$ cat src/design/bf_cfg.svh
// Constants for the breaker failure supervisor: offsets, fields, resets, timing
`ifndef BF_CFG_SVH
`define BF_CFG_SVH

// ****************************************************
// Register offsets (byte addresses)
// ****************************************************
`define BF_ADR_CTRL 8'h00
`define BF_ADR_TIME 8'h04
`define BF_ADR_STATUS 8'h08
`define BF_ADR_IRQ_STAT 8'h0C
`define BF_ADR_IRQ_MASK 8'h10
`define BF_ADR_ACK 8'h14

// ****************************************************
// Field positions
// ****************************************************
`define BF_CTRL_METHOD_LSB 0
`define BF_CTRL_CLASS_LSB 2
`define BF_CTRL_ENABLE_BIT 4
`define BF_ACK_LOCK_BIT 0
`define BF_IRQ_FAIL_BIT 0
`define BF_IRQ_REJECT_BIT 1
`define BF_IRQ_START_BIT 2
`define BF_IRQ_W 3

// ****************************************************
// Reset values
// ****************************************************
`define BF_CTRL_RST 5'h10
`define BF_TIME_RST 16'h0064
`define BF_MASK_RST 3'h0

// ****************************************************
// Timing
// ****************************************************
`define BF_CLK_MHZ 10
`define BF_TICK_US 1000
`define BF_TICK_CYC (`BF_TICK_US * `BF_CLK_MHZ)
`define BF_TIME_W 16
`define BF_DIV_W 24

`endif

$ cat src/design/bf_pkg.sv
// Types shared by the breaker failure supervisor files
`default_nettype none

package bf_pkg;

	typedef enum logic [1:0] {
		CURRENT_CHECK_METHOD,
		POSITION_CHECK_METHOD,
		COMBINED_CHECK_METHOD,
		METHOD_SPARE
	} method_t;

	typedef enum logic [1:0] {
		CLASS_ALL,
		CLASS_EXTERNAL,
		CLASS_CURRENT,
		CLASS_NONE
	} trig_class_t;

	typedef enum {
		ST_STANDBY,
		ST_RUNNING,
		ST_REJECTED,
		ST_FAILED
	} state_t;

	typedef struct packed {
		logic trip_all;
		logic trip_ext;
		logic trip_cur;
		logic [2:0] extra_trigger_input;
		logic current_above;
		logic position_open;
		logic freq_deviates;
	} relay_in_t;

	typedef struct packed {
		logic cyc;
		logic stb;
		logic we;
		logic [7:0] adr;
		logic [3:0] sel;
		logic [31:0] dat;
	} wb_req_t;

endpackage : bf_pkg
`default_nettype wire

$ cat src/design/bf_open_detect.sv
// Breaker opening detection for the selected supervision method
`timescale 1ns/1ps
`default_nettype none

module bf_open_detect (
	// Settings
	input wire bf_pkg::method_t method,
	input wire logic freq_deviates,
	// Measurements
	input wire logic current_above,
	input wire logic position_open,
	// Results
	output logic opened,
	output logic blocked
);
	import bf_pkg::*;

	// ****************************************************
	// Opening judgement
	// ****************************************************
	always_comb begin
		opened = 1'b0;
		blocked = 1'b0;
		case (method)
			CURRENT_CHECK_METHOD: begin
				opened = !current_above;
				blocked = freq_deviates;
			end
			POSITION_CHECK_METHOD: begin
				opened = position_open;
			end
			COMBINED_CHECK_METHOD: begin
				if (freq_deviates) begin
					opened = position_open;
				end else begin
					opened = !current_above || position_open;
				end
			end
			default: begin
				blocked = 1'b1;
			end
		endcase
	end

endmodule : bf_open_detect
`default_nettype wire

$ cat src/design/bf_timer.sv
// Supervision timer with millisecond tick divider
`timescale 1ns/1ps
`default_nettype none
`include "bf_cfg.svh"

module bf_timer #(
	parameter int unsigned TICK_CYC = `BF_TICK_CYC
) (
	// Clock and reset
	input wire logic core_clk,
	input wire logic rst_n,
	// Control
	input wire logic start,
	input wire logic run,
	input wire logic [`BF_TIME_W-1:0] limit,
	// Result
	output logic expired
);
	logic [`BF_DIV_W-1:0] div_q;
	logic [`BF_TIME_W-1:0] ms_q;
	logic tick;

	assign tick = (div_q == `BF_DIV_W'(TICK_CYC - 1));
	assign expired = run && (ms_q >= limit);

	// ****************************************************
	// Tick divider
	// ****************************************************
	always_ff @(posedge core_clk or negedge rst_n) begin
		if (!rst_n) begin
			div_q <= '0;
		end else if (start || !run || tick) begin
			div_q <= '0;
		end else begin
			div_q <= div_q + `BF_DIV_W'(1);
		end
	end

	// ****************************************************
	// Elapsed milliseconds
	// ****************************************************
	always_ff @(posedge core_clk or negedge rst_n) begin
		if (!rst_n) begin
			ms_q <= '0;
		end else if (start || !run) begin
			ms_q <= '0;
		end else if (tick && ms_q != '1) begin
			ms_q <= ms_q + `BF_TIME_W'(1);
		end
	end

endmodule : bf_timer
`default_nettype wire

$ cat src/design/breaker_failure_supervisor.sv
// Breaker failure supervisor with Wishbone registers and interrupt
// ****************************************************
// Summary of operation
// - Method selectable: current, position, or both
// - Current method: fail if current stays high
// - Position method: fail if not shown open
// - Combined: fail only if both show closed, at nominal frequency
// - Off-frequency blocks current, combined acts positional
// - Running timer ignores trigger drop
// - Expiry without opening raises upstream failure trip
// - Detected opening stops the timer
// - Opening with trigger still active: rejected
// - Triggers gone: rejected returns to stand-by
// - Lock with trip, cleared by acknowledge or reset
// - Trigger class: all, external, current, none
// - Three extra triggers bypass class selection
// ****************************************************
`timescale 1ns/1ps
`default_nettype none
`include "bf_cfg.svh"

module breaker_failure_supervisor #(
	parameter int unsigned TICK_CYC = `BF_TICK_CYC
) (
	// Clock and reset
	input wire logic core_clk,
	input wire logic rst_n,
	// Wishbone slave
	input wire bf_pkg::wb_req_t wb_req,
	output logic [31:0] wb_dat_o,
	output logic wb_ack_o,
	// Relay signals
	input wire bf_pkg::relay_in_t relay_in,
	input wire logic hmi_ack,
	// Outputs
	output logic failure_trip,
	output logic lock,
	output logic irq
);
	import bf_pkg::*;

	// ****************************************************
	// Declarations
	// ****************************************************
	logic [4:0] ctrl_q;
	logic [`BF_TIME_W-1:0] time_q;
	logic [`BF_IRQ_W-1:0] irq_stat_q;
	logic [`BF_IRQ_W-1:0] irq_mask_q;
	logic [`BF_IRQ_W-1:0] irq_set;
	logic ack_q;
	logic [31:0] dat_q;
	logic wr_commit;
	logic [31:0] wr_word;
	logic [31:0] time_word;
	logic sw_ack;
	state_t state_q;
	state_t state_d;
	logic trip_q;
	logic lock_q;
	logic trig_q;
	logic trig_now;
	logic trig_rise;
	logic class_trig;
	logic opened;
	logic blocked;
	logic expired;
	logic start;
	logic run;
	method_t method;
	trig_class_t trig_class;
	logic enable;

	assign method = method_t'(ctrl_q[`BF_CTRL_METHOD_LSB +: 2]);
	assign trig_class = trig_class_t'(ctrl_q[`BF_CTRL_CLASS_LSB +: 2]);
	assign enable = ctrl_q[`BF_CTRL_ENABLE_BIT];

	// ****************************************************
	// Byte lane merge
	// ****************************************************
	function automatic logic [31:0] merge(input logic [31:0] old, input logic [31:0] nw,
			input logic [3:0] sel);
		logic [31:0] r;
		r = old;
		for (int i = 0; i < 4; i++) begin
			if (sel[i]) begin
				r[i*8 +: 8] = nw[i*8 +: 8];
			end
		end
		return r;
	endfunction : merge

	// ****************************************************
	// Wishbone handshake
	// ****************************************************
	assign wr_commit = wb_req.cyc && wb_req.stb && wb_req.we && ack_q;
	assign wb_ack_o = ack_q;
	assign wb_dat_o = dat_q;

	always_ff @(posedge core_clk or negedge rst_n) begin
		if (!rst_n) begin
			ack_q <= 1'b0;
		end else begin
			ack_q <= wb_req.cyc && wb_req.stb && !ack_q;
		end
	end

	// ****************************************************
	// Read data
	// ****************************************************
	always_ff @(posedge core_clk or negedge rst_n) begin
		if (!rst_n) begin
			dat_q <= 32'h00000000;
		end else if (wb_req.cyc && wb_req.stb && !ack_q) begin
			case (wb_req.adr)
				`BF_ADR_CTRL: dat_q <= {27'h0000000, ctrl_q};
				`BF_ADR_TIME: dat_q <= {16'h0000, time_q};
				`BF_ADR_STATUS: dat_q <= {16'h0000, 4'h0, relay_in.extra_trigger_input,
					relay_in.freq_deviates, relay_in.position_open,
					relay_in.current_above, trig_now, lock_q, trip_q,
					state_q == ST_FAILED, state_q == ST_REJECTED,
					state_q == ST_RUNNING};
				`BF_ADR_IRQ_STAT: dat_q <= {29'h00000000, irq_stat_q};
				`BF_ADR_IRQ_MASK: dat_q <= {29'h00000000, irq_mask_q};
				default: dat_q <= 32'h00000000;
			endcase
		end
	end

	// ****************************************************
	// Control and time registers
	// ****************************************************
	assign wr_word = merge({27'h0000000, ctrl_q}, wb_req.dat, wb_req.sel);
	assign time_word = merge({16'h0000, time_q}, wb_req.dat, wb_req.sel);

	always_ff @(posedge core_clk or negedge rst_n) begin
		if (!rst_n) begin
			ctrl_q <= `BF_CTRL_RST;
		end else if (wr_commit && wb_req.adr == `BF_ADR_CTRL) begin
			ctrl_q <= wr_word[4:0];
		end
	end

	always_ff @(posedge core_clk or negedge rst_n) begin
		if (!rst_n) begin
			time_q <= `BF_TIME_RST;
		end else if (wr_commit && wb_req.adr == `BF_ADR_TIME) begin
			time_q <= time_word[15:0];
		end
	end

	assign sw_ack = wr_commit && wb_req.adr == `BF_ADR_ACK && wb_req.sel[0]
		&& wb_req.dat[`BF_ACK_LOCK_BIT];

	// ****************************************************
	// Trigger selection
	// ****************************************************
	always_comb begin
		case (trig_class)
			CLASS_ALL: class_trig = relay_in.trip_all;
			CLASS_EXTERNAL: class_trig = relay_in.trip_ext;
			CLASS_CURRENT: class_trig = relay_in.trip_cur;
			default: class_trig = 1'b0;
		endcase
	end

	assign trig_now = class_trig || (|relay_in.extra_trigger_input);
	assign trig_rise = trig_now && !trig_q;

	always_ff @(posedge core_clk or negedge rst_n) begin
		if (!rst_n) begin
			trig_q <= 1'b0;
		end else begin
			trig_q <= trig_now;
		end
	end

	// ****************************************************
	// Opening detection and timer
	// ****************************************************
	bf_open_detect u_detect (
		.method(method),
		.freq_deviates(relay_in.freq_deviates),
		.current_above(relay_in.current_above),
		.position_open(relay_in.position_open),
		.opened(opened),
		.blocked(blocked)
	);

	assign start = (state_q == ST_STANDBY) && enable && !blocked && trig_rise;
	assign run = (state_q == ST_RUNNING);

	bf_timer #(
		.TICK_CYC(TICK_CYC)
	) u_timer (
		.core_clk(core_clk),
		.rst_n(rst_n),
		.start(start),
		.run(run),
		.limit(time_q),
		.expired(expired)
	);

	// ****************************************************
	// Supervision state machine
	// ****************************************************
	always_comb begin
		state_d = state_q;
		case (state_q)
			ST_STANDBY: begin
				if (start) begin
					state_d = ST_RUNNING;
				end
			end
			ST_RUNNING: begin
				if (blocked || !enable) begin
					state_d = ST_STANDBY;
				end else if (opened) begin
					state_d = trig_now ? ST_REJECTED : ST_STANDBY;
				end else if (expired) begin
					state_d = ST_FAILED;
				end
			end
			ST_REJECTED: begin
				if (!trig_now) begin
					state_d = ST_STANDBY;
				end
			end
			ST_FAILED: begin
				if (!trig_now) begin
					state_d = ST_STANDBY;
				end
			end
			default: state_d = ST_STANDBY;
		endcase
	end

	always_ff @(posedge core_clk or negedge rst_n) begin
		if (!rst_n) begin
			state_q <= ST_STANDBY;
		end else begin
			state_q <= state_d;
		end
	end

	// ****************************************************
	// Failure trip and lock
	// ****************************************************
	always_ff @(posedge core_clk or negedge rst_n) begin
		if (!rst_n) begin
			trip_q <= 1'b0;
		end else begin
			trip_q <= (state_d == ST_FAILED);
		end
	end

	always_ff @(posedge core_clk or negedge rst_n) begin
		if (!rst_n) begin
			lock_q <= 1'b0;
		end else if (state_d == ST_FAILED && state_q == ST_RUNNING) begin
			lock_q <= 1'b1;
		end else if (hmi_ack || sw_ack) begin
			lock_q <= 1'b0;
		end
	end

	assign failure_trip = trip_q;
	assign lock = lock_q;

	// ****************************************************
	// Interrupts
	// ****************************************************
	assign irq_set[`BF_IRQ_FAIL_BIT] = (state_d == ST_FAILED) && (state_q == ST_RUNNING);
	assign irq_set[`BF_IRQ_REJECT_BIT] = (state_d == ST_REJECTED) && (state_q == ST_RUNNING);
	assign irq_set[`BF_IRQ_START_BIT] = start;

	always_ff @(posedge core_clk or negedge rst_n) begin
		if (!rst_n) begin
			irq_stat_q <= '0;
		end else if (wr_commit && wb_req.adr == `BF_ADR_IRQ_STAT && wb_req.sel[0]) begin
			irq_stat_q <= (irq_stat_q & ~wb_req.dat[`BF_IRQ_W-1:0]) | irq_set;
		end else begin
			irq_stat_q <= irq_stat_q | irq_set;
		end
	end

	always_ff @(posedge core_clk or negedge rst_n) begin
		if (!rst_n) begin
			irq_mask_q <= `BF_MASK_RST;
		end else if (wr_commit && wb_req.adr == `BF_ADR_IRQ_MASK && wb_req.sel[0]) begin
			irq_mask_q <= wb_req.dat[`BF_IRQ_W-1:0];
		end
	end

	assign irq = |(irq_stat_q & irq_mask_q);

endmodule : breaker_failure_supervisor
`default_nettype wire

$ cat config.mk
export PLATFORM = sky130hd
export DESIGN_NAME = breaker_failure_supervisor
export DESIGN_NICKNAME = d
export VERILOG_FILES = /design/src/design/bf_pkg.sv /design/src/design/bf_open_detect.sv /design/src/design/bf_timer.sv /design/src/design/breaker_failure_supervisor.sv
export VERILOG_INCLUDE_DIRS = /design/src /design/src/design
export SDC_FILE = /design/constraint.sdc
export NUM_CORES = 1
export LEC_CHECK = 0
export BUFFER_PORTS_ARGS = -buffer_cell sky130_fd_sc_hd__buf_4
export CAP_MARGIN = 10
export CORE_MARGIN = 5
export CORE_UTILIZATION = 35
export CTS_CLUSTER_DIAMETER = 100
export DETAILED_ROUTE_END_ITERATION = 7
export GPL_ROUTABILITY_DRIVEN = 0
export PLACE_DENSITY = 0.57
export SYNTH_ARGS = -nofsm -noshare
export SYNTH_HDL_FRONTEND = slang
export SYNTH_SLANG_ARGS = --single-unit
$ cat constraint.sdc
create_clock -name core_clk -period 2.1 [get_ports core_clk]
set_input_delay 0.105 -clock core_clk [delete_from_list [all_inputs] [get_ports core_clk]]
set_output_delay 0.105 -clock core_clk [all_outputs]
set_load 0.02 [all_outputs]
==> impl_metrics.json, run 1 <==
{
  "drive_above_1_share_pct": 30.4,
  "syn_inst": 553,
  "wl_per_cell_um": 14.6,
  "clock_path_buffers": 2,
  "arrival_ns": 2.51,
  "start_util_pct": 35.2,
  "htree_levels": 4,
  "grt_max_degree": 120,
  "root_buffer": "clkbuf_16",
  "power.density_nw_per_um2": 666,
  "grt_pass1_vias": 4788,
  "critPathKind": "flop to flop",
  "syn-cell-area_um2": 5760,
  "core_um2": 16300,
  "cp-end-kind": "flop",
  "final_cell_mix": "138 x buf_4, 114 x dfrtp_1, 46 x conb_1",
  "synth_top_family_by_area": "simple AND/OR/NAND/NOR gates",
  "rr_endpoint": "u_timer.ms_q[6]$_DFFE_PN0P_",
  "final_common_cell": "buf_4",
  "cts_tree": "built",
  "antenna_found_initial": 0,
  "worstPathRequired_ns": 2.44,
  "critPathCapture": "u_timer.ms_q[6]$_DFFE_PN0P_",
  "syn_area_per_cell_um2": 10.4,
  "placementRows": 47,
  "r2r_slack_ns": -0.07,
  "numCtsBuffers": 17,
  "maxCapViolations": 0,
  "ir_drop_mv": 0.760,
  "diodes": 0,
  "crit_top_cell": "or4_4",
  "routed_wl_um": 14300,
  "crit_path_start_kind": "flop",
  "pin_count": 95,
  "cts_num_sinks": 119,
  "fill_cells": 1484,
  "period_needed_ns": 2.17,
  "async_flop_share_pct": 100,
  "yosys.area_share.xor_xnor_pct": 3.65,
  "gr-total-overflow": 0,
  "p_leak_uw": 0.00359,
  "ant_nets": 0,
  "path_cells": "ha_4 > nand4_1 > or4_4 > or3_4 > or4_4 > a21oi_2",
  "drtIter0Drc": 236,
  "slew_headroom_pct": 55.7,
  "violations": "negative setup slack",
  "dieArea_um2": 19100,
  "timing.rr.start": "u_timer.div_q[1]$_DFF_PN0_",
  "crit_slowest_cell": "or4_4",
  "critPathMaxFanout": 5,
  "drc_errors": 0,
  "setup_violations": 6,
  "drt_pass1_iterations": 4,
  "hold_class": "input pin to flop",
  "ys_warn_count": 0,
  "synth_seq_cells": 119,
  "yosysSeqAreaShare_pct": 51.8,
  "slowest_delay_ns": 0.49,
  "ff2ff_path_depth": 6,
  "ys.flop_type": "dfrtp_1",
  "synth-compound-area-share_pct": 9.82,
  "fin_setup_tns_ns": -0.217,
  "synth_edf_count": 0,
  "synthMuxAreaShare_pct": 5.56,
  "rsz0062_at_grt": "yes",
  "clk_latency_ns": 0.41,
  "hold_violations": 0,
  "nNetsFinal": 821,
  "dp_hpwl_um": 10300,
  "worst_pin_slew_ns": 0.659,
  "io_buffer_count": 60,
  "synth_fa_ha_area_share_pct": 3.91,
  "whs_ns": 0.0253,
  "finalMaxSlewViolations": 0,
  "power_uw": 5350,
  "vias_per_cell": 4.89,
  "area_growth_pct": 39.4,
  "num_vias": 4776,
  "fin_ws_ns": -0.0722,
  "fp.dieW_um": 138,
  "die_height_um": 138,
  "skew_ns": 0.00739,
  "period_share_pct": 103,
  "max_freq_mhz": 460,
  "synth-simple-area-share_pct": 19.9,
  "path_clk_slew_ns": 0.06,
  "run_status": "complete, but fails checks",
  "track_usage_pct": 15.2,
  "critPathLaunch": "u_timer.div_q[1]$_DFF_PN0_",
  "synth_cell_types": 57,
  "grt_pass1_wl_um": 23800
}
[Yosys cell counts, types with 6 or more instances]
library cell	count	area share, %
nand4_1	19	2.1
xor2_1	6	0.91
mux2_2	16	3.1
and3_1	8	0.87
nor3_1	17	1.5
or4_1	8	1.0
ha_1	18	3.9
clkbuf_1	13	0.85
nand3_1	21	1.8
o21ai_0	29	2.5
xnor2_1	18	2.7
dfrtp_1	115	50
nand2_1	44	2.9
mux2_1	8	1.6
inv_1	30	2.0
nor4_1	13	1.4
nor2_1	41	2.7
a21oi_1	20	1.7
o31ai_1	9	1.2
a22oi_1	7	0.91
buf_4	18	2.3
[per-layer routing]
layer | global-route usage (%) | up-vias | routed length (um)
met5 | 0 | - | 0
met2 | 24.3 | 134 | 6720
met3 | 4.70 | 20 | 703
met4 | 5.88 | 0 | 358
li1 | - | 2321 | -
met1 | 19.3 | 2301 | 6480
[stage by stage]
step           instances  setup WS, ns  utilization [%]  instance area, um^2
6_report             977       -0.0722             49.1                 8030
5_1_grt              977        -0.153             49.1                 8030
4_1_cts              976       -0.0897             48.3                 7900
3_5_place_dp         921        -0.164             43.2                 7070
3_3_place_gp         921       -0.0859             43.2                 7070
2_1_floorplan        598       -0.0722                -                 5950
[state kept, by name, summed over array words and instances (netlist names)]
name / count
state_q: 32
time_q: 16
wb_dat_o: 16
failure_trip: 1
trig_q: 1
irq_mask_q: 3
ctrl_q: 5
u_timer.div_q: 24
u_timer.ms_q: 16
irq_stat_q: 3
lock: 1
wb_ack_o: 1
[cell families after synthesis]
kind of cell / count (synthesis)
xor+xnor: 24
mux: 29
compound gates: 89
other cells: 1
fa+ha+maj: 18
flops: 119
simple gates: 210
buf+inv: 63
[how the worst min path moves through the flow]
stage,cells after the start,endpoint,slack [ns],start
after global routing,3,wb_dat_o[9]$_DFFE_PN0P_,0.01,relay_in[3]
after CTS,3,wb_dat_o[9]$_DFFE_PN0P_,0.006,relay_in[3]
after global placement,2,ctrl_q[2]$_DFFE_PN0P_,0.24,rst_n
after floorplan,0,ctrl_q[0]$_DFFE_PN0P_,-0.19,rst_n
final,3,wb_dat_o[9]$_DFFE_PN0P_,0.03,relay_in[3]
after detailed placement,2,ctrl_q[2]$_DFFE_PN0P_,0.25,rst_n
[report_power, final]
group	leakage (uW)	internal (uW)	total, uW	switching, uW
clock network	0.000274	1650	2760	1120
registers	0.00157	2330	2340	9.68
logic	0.00174	104	250	146
total	0.00359	4080	5350	1270
[final cells by class]
cell class / instances / area (um^2) / area share, %
timing repair buffer: 159 / 1270 / 15.8
clock inverter: 15 / 146 / 1.82
clock buffer: 17 / 425 / 5.30
sequential: 119 / 2980 / 37.2
inverter: 30 / 113 / 1.40
multi-input combinational: 417 / 2820 / 35.1
tap: 220 / 275 / 3.43
[critical path: cells and delay by family, from the launching register on]
family | cells | cell delay, ns
AO/OA/AOI/OAI | 1 | 0.13
AND/OR/NAND/NOR | 4 | 1.44
adder cells (fa/ha/maj) | 1 | 0.15
flip-flops | 1 | 0.39
[timing repair]
| item | 4_1_cts | 5_1_grt |
|---|---|---|
| cloned | 1 | 0 |
| gates resized for setup | 8 | 24 |
| hold buffers | 19 | 0 |
| setup buffers | 3 | 1 |
| endpoints found under the setup margin | 35 | 40 |
| pin swaps | 3 | 12 |
| hold endpoints to repair | 141 | 0 |
(Power assumes the default switching activity.)
==> inputs of run 2 (changes only) <==
--- a/config.mk
+++ b/config.mk
@@ -6,8 +6,10 @@
 export SDC_FILE = /design/constraint.sdc
 export NUM_CORES = 1
 export LEC_CHECK = 0
+export ABC_AREA = 1
 export BUFFER_PORTS_ARGS = -buffer_cell sky130_fd_sc_hd__buf_4
 export CAP_MARGIN = 10
+export CORE_ASPECT_RATIO = 1.75
 export CORE_MARGIN = 5
 export CORE_UTILIZATION = 35
 export CTS_CLUSTER_DIAMETER = 100
==> impl_metrics.json, run 2 <==
{
  "run_status": "finished, final reports clean",
  "track_usage_pct": 15.5,
  "fill_cells": 1703,
  "p_sw_share_pct": 21.8,
  "htree_levels": 4,
  "routed_wl_um": 14400,
  "wl_per_cell_um": 13.1,
  "yosysTopAreaCell": "dfrtp_1",
  "grt_pass1_wl_um": 23900,
  "maxCapViolations": 0,
  "critPathMaxFanout": 7,
  "ir_drop_mv": 0.397,
  "pin_count": 95,
  "cp-end-kind": "flop",
  "period_share_pct": 91.5,
  "die_height_um": 182,
  "hold_violations": 0,
  "synth-compound-area-share_pct": 10.1,
  "syn_inst": 729,
  "clk_latency_ns": 0.42,
  "worstPathRequired_ns": 2.40,
  "p_leak_uw": 0.00369,
  "pwr-share-seq_pct": 42.7,
  "design_area_um2": 7610,
  "syn_area_per_cell_um2": 8.13,
  "synth_top_family_by_area": "simple AND/OR/NAND/NOR gates",
  "regMostFlops": "state_q",
  "hold_class": "input pin to flop",
  "async_flop_share_pct": 100,
  "numCtsBuffers": 17,
  "pre_cts_slack_ns": 0.126,
  "power_uw": 5470,
  "diodes": 0,
  "arrival_ns": 2.22,
  "ys.flop_type": "dfrtp_1",
  "area_growth_pct": 28.5,
  "synth_edf_count": 0,
  "root_buffer": "clkbuf_16",
  "path_clk_slew_ns": 0.06,
  "vias_per_cell": 4.54,
  "grt_max_degree": 50,
  "slew_headroom_pct": 62.3,
  "synth_area_leaders": "dfrtp_1 49%, nand2_1 11%, inv_1 6.7%, nor2_1 5.8%, ha_1 3.8%",
  "crit_path_start_kind": "flop",
  "yosysSeqAreaShare_pct": 50.3,
  "synth_cell_types": 45,
  "start_util_pct": 35.3,
  "period_needed_ns": 1.92,
  "internal_power_uw": 4280,
  "cts_tree": "built",
  "grt_pass1_vias": 5146,
  "synthMuxAreaShare_pct": 0.190,
  "core_um2": 16800,
  "synth_commonest_cells": "166 x nand2_1, 115 x dfrtp_1, 105 x inv_1",
  "worst_pin_slew_ns": 0.560,
  "setup_violations": 0,
  "pwr-share-clk_pct": 53.1,
  "skew_ns": 0.0135,
  "synth_fa_ha_area_share_pct": 3.80,
  "fin_setup_tns_ns": 0,
  "antenna_found_initial": 0,
  "num_vias": 4992,
  "placementRows": 63,
  "final_core_util_pct": 45.4,
  "finalMaxSlewViolations": 0,
  "max_freq_mhz": 521,
  "clock_path_buffers": 2,
  "synth.most_common_cell": "nand2_1",
  "drive_above_1_share_pct": 16.5,
  "dp_hpwl_um": 11000,
  "reg_top3": "state_q x32, u_timer.div_q x24",
  "place_area_um2": 6790,
  "syn-cell-area_um2": 5930,
  "switchingPower_uw": 1190,
  "ys_warn_count": 0,
  "cts_num_sinks": 119,
  "dieArea_um2": 19700,
  "drt_pass1_iterations": 4,
  "critPathKind": "flop to flop",
  "ant_nets": 0,
  "synth_seq_cells": 119,
  "yosys.area_share.xor_xnor_pct": 0.443,
  "io_buffer_count": 60,
  "final_cell_mix": "164 x nand2_1, 115 x dfrtp_1, 105 x inv_1",
  "synth-simple-area-share_pct": 25.1,
  "fp.dieW_um": 108,
  "gr-total-overflow": 0,
  "drtIter0Drc": 146,
  "synth_top_area_share_pct": 48.6,
  "largest_register_ffs": 32,
  "fin_ws_ns": 0.180,
  "power.density_nw_per_um2": 718,
  "final_common_cell": "nand2_1",
  "p_comb_share_pct": 4.2,
  "nNetsFinal": 937,
  "drc_errors": 0
}
-- run 2: cell type report --
class | instances | area [um^2] | area share, %
timing repair buffer | 95 | 778 | 10.2
clock buffer | 19 | 433 | 5.69
sequential | 119 | 2980 | 39.2
multi-input combinational | 517 | 2560 | 33.7
inverter | 110 | 415 | 5.46
clock inverter | 13 | 156 | 2.05
tap | 227 | 284 | 3.73
-- run 2: worst max-delay path: stages (launching register included) --
cell and delay (ns):
dfrtp_1 0.38, ha_2 0.21, nand3_1 0.11, inv_2 0.08
nand2_2 0.06, nor2_4 0.11, nand3_2 0.11, nor2_4 0.13
nand3_2 0.11, nand2_4 0.15, nor2_1 0.06, or2_1 0.21
inv_1 0.05, nor2_1 0.03
-- run 2: metrics by stage --
stage	hold WS [ns]	std cells
after floorplan	-0.191	774
after global placement	0.0917	1048
after detailed placement	0.0914	1048
after CTS	0.0192	1096
after global routing	0.0397	1100
final	0.0340	1100
-- run 2: cells by family (layout without fill, tap and decap cells) --
logic type | after synthesis | count (layout)
AO/OA/AOI/OAI | 109 | 109
XOR/XNOR | 3 | 3
adder cells (fa/ha/maj) | 18 | 18
buffers and inverters | 138 | 237
flip-flops | 119 | 119
multiplexers | 1 | 1
other | 1 | 46
AND/OR/NAND/NOR | 340 | 340
-- run 2: final timing paths --
kind                            slack, ns  cells after the start                         from                      endpoint
worst max-delay path                 0.18                     13  u_timer.ms_q[1]$_DFFE_PN0P_  u_timer.ms_q[11]$_DFFE_PN0P_
worst min-delay path                 0.03                      4                   wb_req[40]              lock$_DFFE_PN0P_
worst max register to register       0.18                     13  u_timer.ms_q[1]$_DFFE_PN0P_  u_timer.ms_q[11]$_DFFE_PN0P_
worst min register to register       0.46                      1   u_timer.div_q[0]$_DFF_PN0_    u_timer.div_q[0]$_DFF_PN0_
max in group asynchronous            1.20                      3                        rst_n         time_q[2]$_DFFE_PN1P_
min in group asynchronous            0.22                      2                        rst_n      wb_dat_o[10]$_DFFE_PN0P_
-- run 2: layer usage --
metal	GRT usage [%]	up-vias	wire (um)
met3	3.26	35	556
met5	0	-	0
met4	7.18	0	478
li1	-	2539	-
met1	15.3	2308	5330
met2	29.8	110	8040
-- run 2: power by group through the flow --
stage                     clock network, uW  logic, uW  registers, uW
after floorplan                           0       92.1           2380
after global placement                    0        208           2380
after detailed placement                  0        209           2380
after CTS                              2960        234           2340
after global routing                   3090        260           2340
final                                  2900        230           2340
-- run 2: timing repair --
item,4_1_cts,5_1_grt
hold buffers,16,0
hold endpoints to repair,48,0
setup endpoints to repair,0,14
gates resized for setup,0,13
setup buffers,0,4
==> inputs of run 3 (changes only) <==
--- a/config.mk
+++ b/config.mk
@@ -15,7 +15,8 @@
 export CTS_CLUSTER_DIAMETER = 100
 export DETAILED_ROUTE_END_ITERATION = 7
 export GPL_ROUTABILITY_DRIVEN = 0
-export PLACE_DENSITY = 0.57
+export PLACE_DENSITY = 0.56
 export SYNTH_ARGS = -nofsm -noshare
 export SYNTH_HDL_FRONTEND = slang
+export SYNTH_HIERARCHICAL = 1
 export SYNTH_SLANG_ARGS = --single-unit
==> impl_metrics.json, run 3 <==
{
  "final_cell_mix": "235 x nand2_1, 127 x nor2_1, 114 x dfrtp_1",
  "yosysSeqAreaShare_pct": 45.7,
  "largest_register_ffs": 32,
  "multiInputGateArea_um2": 3180,
  "skew_ns": 0.0111,
  "clk_latency_ns": 0.41,
  "run_status": "finished, final reports clean",
  "io_buffer_count": 60,
  "hold_violations": 0,
  "placementRows": 66,
  "regArea_um2": 2980,
  "worst_pin_slew_ns": 0.534,
  "final_common_cell": "nand2_1",
  "htree_levels": 4,
  "grt_pass1_vias": 5717,
  "critPathMaxFanout": 4,
  "yosysTopAreaCell": "dfrtp_1",
  "track_usage_pct": 16.2,
  "syn-cell-area_um2": 6530,
  "synth_area_leaders": "dfrtp_1 44%, nand2_1 14%, nor2_1 7.5%, inv_1 5.6%, nand3_1 4.4%",
  "finalMaxSlewViolations": 0,
  "drtIter0Drc": 222,
  "routed_wl_um": 16800,
  "drc_errors": 0,
  "drt_pass1_iterations": 4,
  "grt_pass1_wl_um": 27400,
  "start_util_pct": 35.3,
  "die_height_um": 191,
  "ir_drop_mv": 0.481,
  "synth_seq_cells": 119,
  "drive_above_1_share_pct": 19.8,
  "critPathKind": "flop to flop",
  "root_buffer": "clkbuf_16",
  "ys_warn_count": 6,
  "cts_tree": "built",
  "setup_violations": 0,
  "hold_class": "input pin to flop",
  "vias_per_cell": 4.52,
  "cp-end-kind": "flop",
  "cts_num_sinks": 119,
  "wl_per_cell_um": 13.4,
  "antenna_found_initial": 0,
  "reg_top3": "state_q x32, u_timer/div_q x24",
  "crit_path_start_kind": "flop",
  "power_uw": 5470,
  "syn_inst": 850,
  "synth_commonest_cells": "238 x nand2_1, 130 x nor2_1, 115 x dfrtp_1",
  "numCtsBuffers": 17,
  "grt_max_degree": 61,
  "period_share_pct": 97.3,
  "ant_nets": 0,
  "dieArea_um2": 21600,
  "arrival_ns": 2.34,
  "diodes": 0,
  "pin_count": 95,
  "gr-total-overflow": 0,
  "syn_area_per_cell_um2": 7.69,
  "num_vias": 5658,
  "clock_path_buffers": 2,
  "rsz0062_at_grt": "yes",
  "final_core_util_pct": 45.4,
  "worstPathRequired_ns": 2.39,
  "regMostFlops": "state_q",
  "design_area_um2": 8400,
  "power.density_nw_per_um2": 651,
  "nNetsFinal": 1078,
  "synth_top_area_share_pct": 44.1,
  "slew_headroom_pct": 64.4,
  "synth.most_common_cell": "nand2_1",
  "max_freq_mhz": 489,
  "ys.flop_type": "dfrtp_1",
  "area_growth_pct": 28.5,
  "period_needed_ns": 2.04,
  "synth_cell_types": 41,
  "p_leak_uw": 0.00428,
  "core_um2": 18500,
  "dp_hpwl_um": 13200,
  "maxCapViolations": 0,
  "place_area_um2": 7550,
  "async_flop_share_pct": 100,
  "synth_edf_count": 0,
  "fill_cells": 1928,
  "path_clk_slew_ns": 0.06,
  "fp.dieW_um": 113
}
run 3: cell types whose count changed in the layout (fill, tap and decap cells not counted), sizes merged, moves of 3 or more:
| cell | before | now |
|---|---|---|
| nand2 | 169 | 245 |
| xor2 | 1 | 14 |
| nor4 | 3 | 0 |
| a211oi | 3 | 0 |
| a21oi | 42 | 29 |
| nand4 | 18 | 12 |
| nor3 | 17 | 13 |
| o21ai | 43 | 30 |
| nand3b | 0 | 9 |
| nand3 | 28 | 63 |
| o22ai | 10 | 3 |
| nor2 | 98 | 146 |
| buf | 79 | 98 |
run 3: repair_timing:
item / 4_1_cts / 5_1_grt
hold buffers: 16 / 0
pin swaps: 3 / 21
endpoints found under the setup margin: 3 / 40
setup buffers: 0 / 1
gates resized for setup: 1 / 19
hold endpoints to repair: 53 / 0
gates cloned: 0 / 0
run 3: final cells by class:
class	count	area share, %
well taps	238	3.55
clock inverters	13	1.86
multi-input cells	639	37.9
clock buffers	19	5.16
flip-flops and latches	119	35.5
repair buffers	114	11.1
inverters	110	4.95
run 3: worst paths after layout:
kind / cells past startpoint / slack, ns / endpoint / startpoint
hold reg to reg: 2 / 0.48 / wb_dat_o[11]$_DFFE_PN0P_ / wb_dat_o[11]$_DFFE_PN0P_
max in group asynchronous: 3 / 1.11 / time_q[2]$_DFFE_PN1P_ / rst_n
setup reg to reg: 15 / 0.06 / lock$_DFFE_PN0P_ / time_q[5]$_DFFE_PN1P_
hold / removal: 3 / 0.01 / ctrl_q[3]$_DFFE_PN0P_ / wb_req[3]
setup / recovery: 15 / 0.06 / lock$_DFFE_PN0P_ / time_q[5]$_DFFE_PN1P_
min in group asynchronous: 2 / 0.23 / time_q[14]$_DFFE_PN0P_ / rst_n
run 3: worst max-delay path, cell delays in order, from the launching register on:
cell and delay (ns):
dfstp_2 0.54, inv_2 0.04, ha_4 0.23, nand2_2 0.05, nand2_1 0.04, nand2_1 0.07, nand2_1 0.05, nor2_1 0.10
nand2_1 0.07, nand2_2 0.06, a21oi_2 0.06, o31ai_1 0.23, buf_4 0.16, o21ai_4 0.06, nand3_2 0.11, nand2_1 0.05
run 3: kinds of logic after synthesis:
| kind of cell | after synthesis | synth area share (%) |
|---|---|---|
| flops | 119 | 45.7 |
| simple gates | 492 | 33.2 |
| buf+inv | 137 | 9.46 |
| other cells | 1 | 0.0574 |
| compound gates | 67 | 6.07 |
| xor+xnor | 16 | 2.15 |
| fa+ha+maj | 18 | 3.45 |
run 3: where the power goes:
part / switching [uW] / leakage [uW] / internal (uW) / total [uW]
Sequential: 11.1 / 0.00151 / 2330 / 2340
Combinational: 150 / 0.00248 / 95.5 / 246
Clock: 1030 / 0.000286 / 1860 / 2880
Total: 1190 / 0.00428 / 4280 / 5470
run 3: layer usage:
metal | vias up | global-route usage, % | share of wire [%]
met3 | 33 | 2.76 | 2.2
met2 | 99 | 32.0 | 59
met4 | 0 | 8.24 | 3.8
li1 | 2908 | - | -
met5 | - | 0 | 0
met1 | 2618 | 15.7 | 35
run 3: stage by stage:
| step | instances | worst slack (ns) | setup TNS (ns) | hold WS (ns) |
|---|---|---|---|---|
| after CTS | 1251 | 0.00430 | 0 | 0.00265 |
| after floorplan | 895 | 0.121 | 0 | -0.191 |
| after detailed placement | 1203 | -0.00798 | -0.0123 | 0.132 |
| after global routing | 1252 | -0.132 | -0.405 | 0.0184 |
| final | 1252 | 0.0562 | 0 | 0.0122 |
| after global placement | 1203 | 0.0402 | 0 | 0.130 |
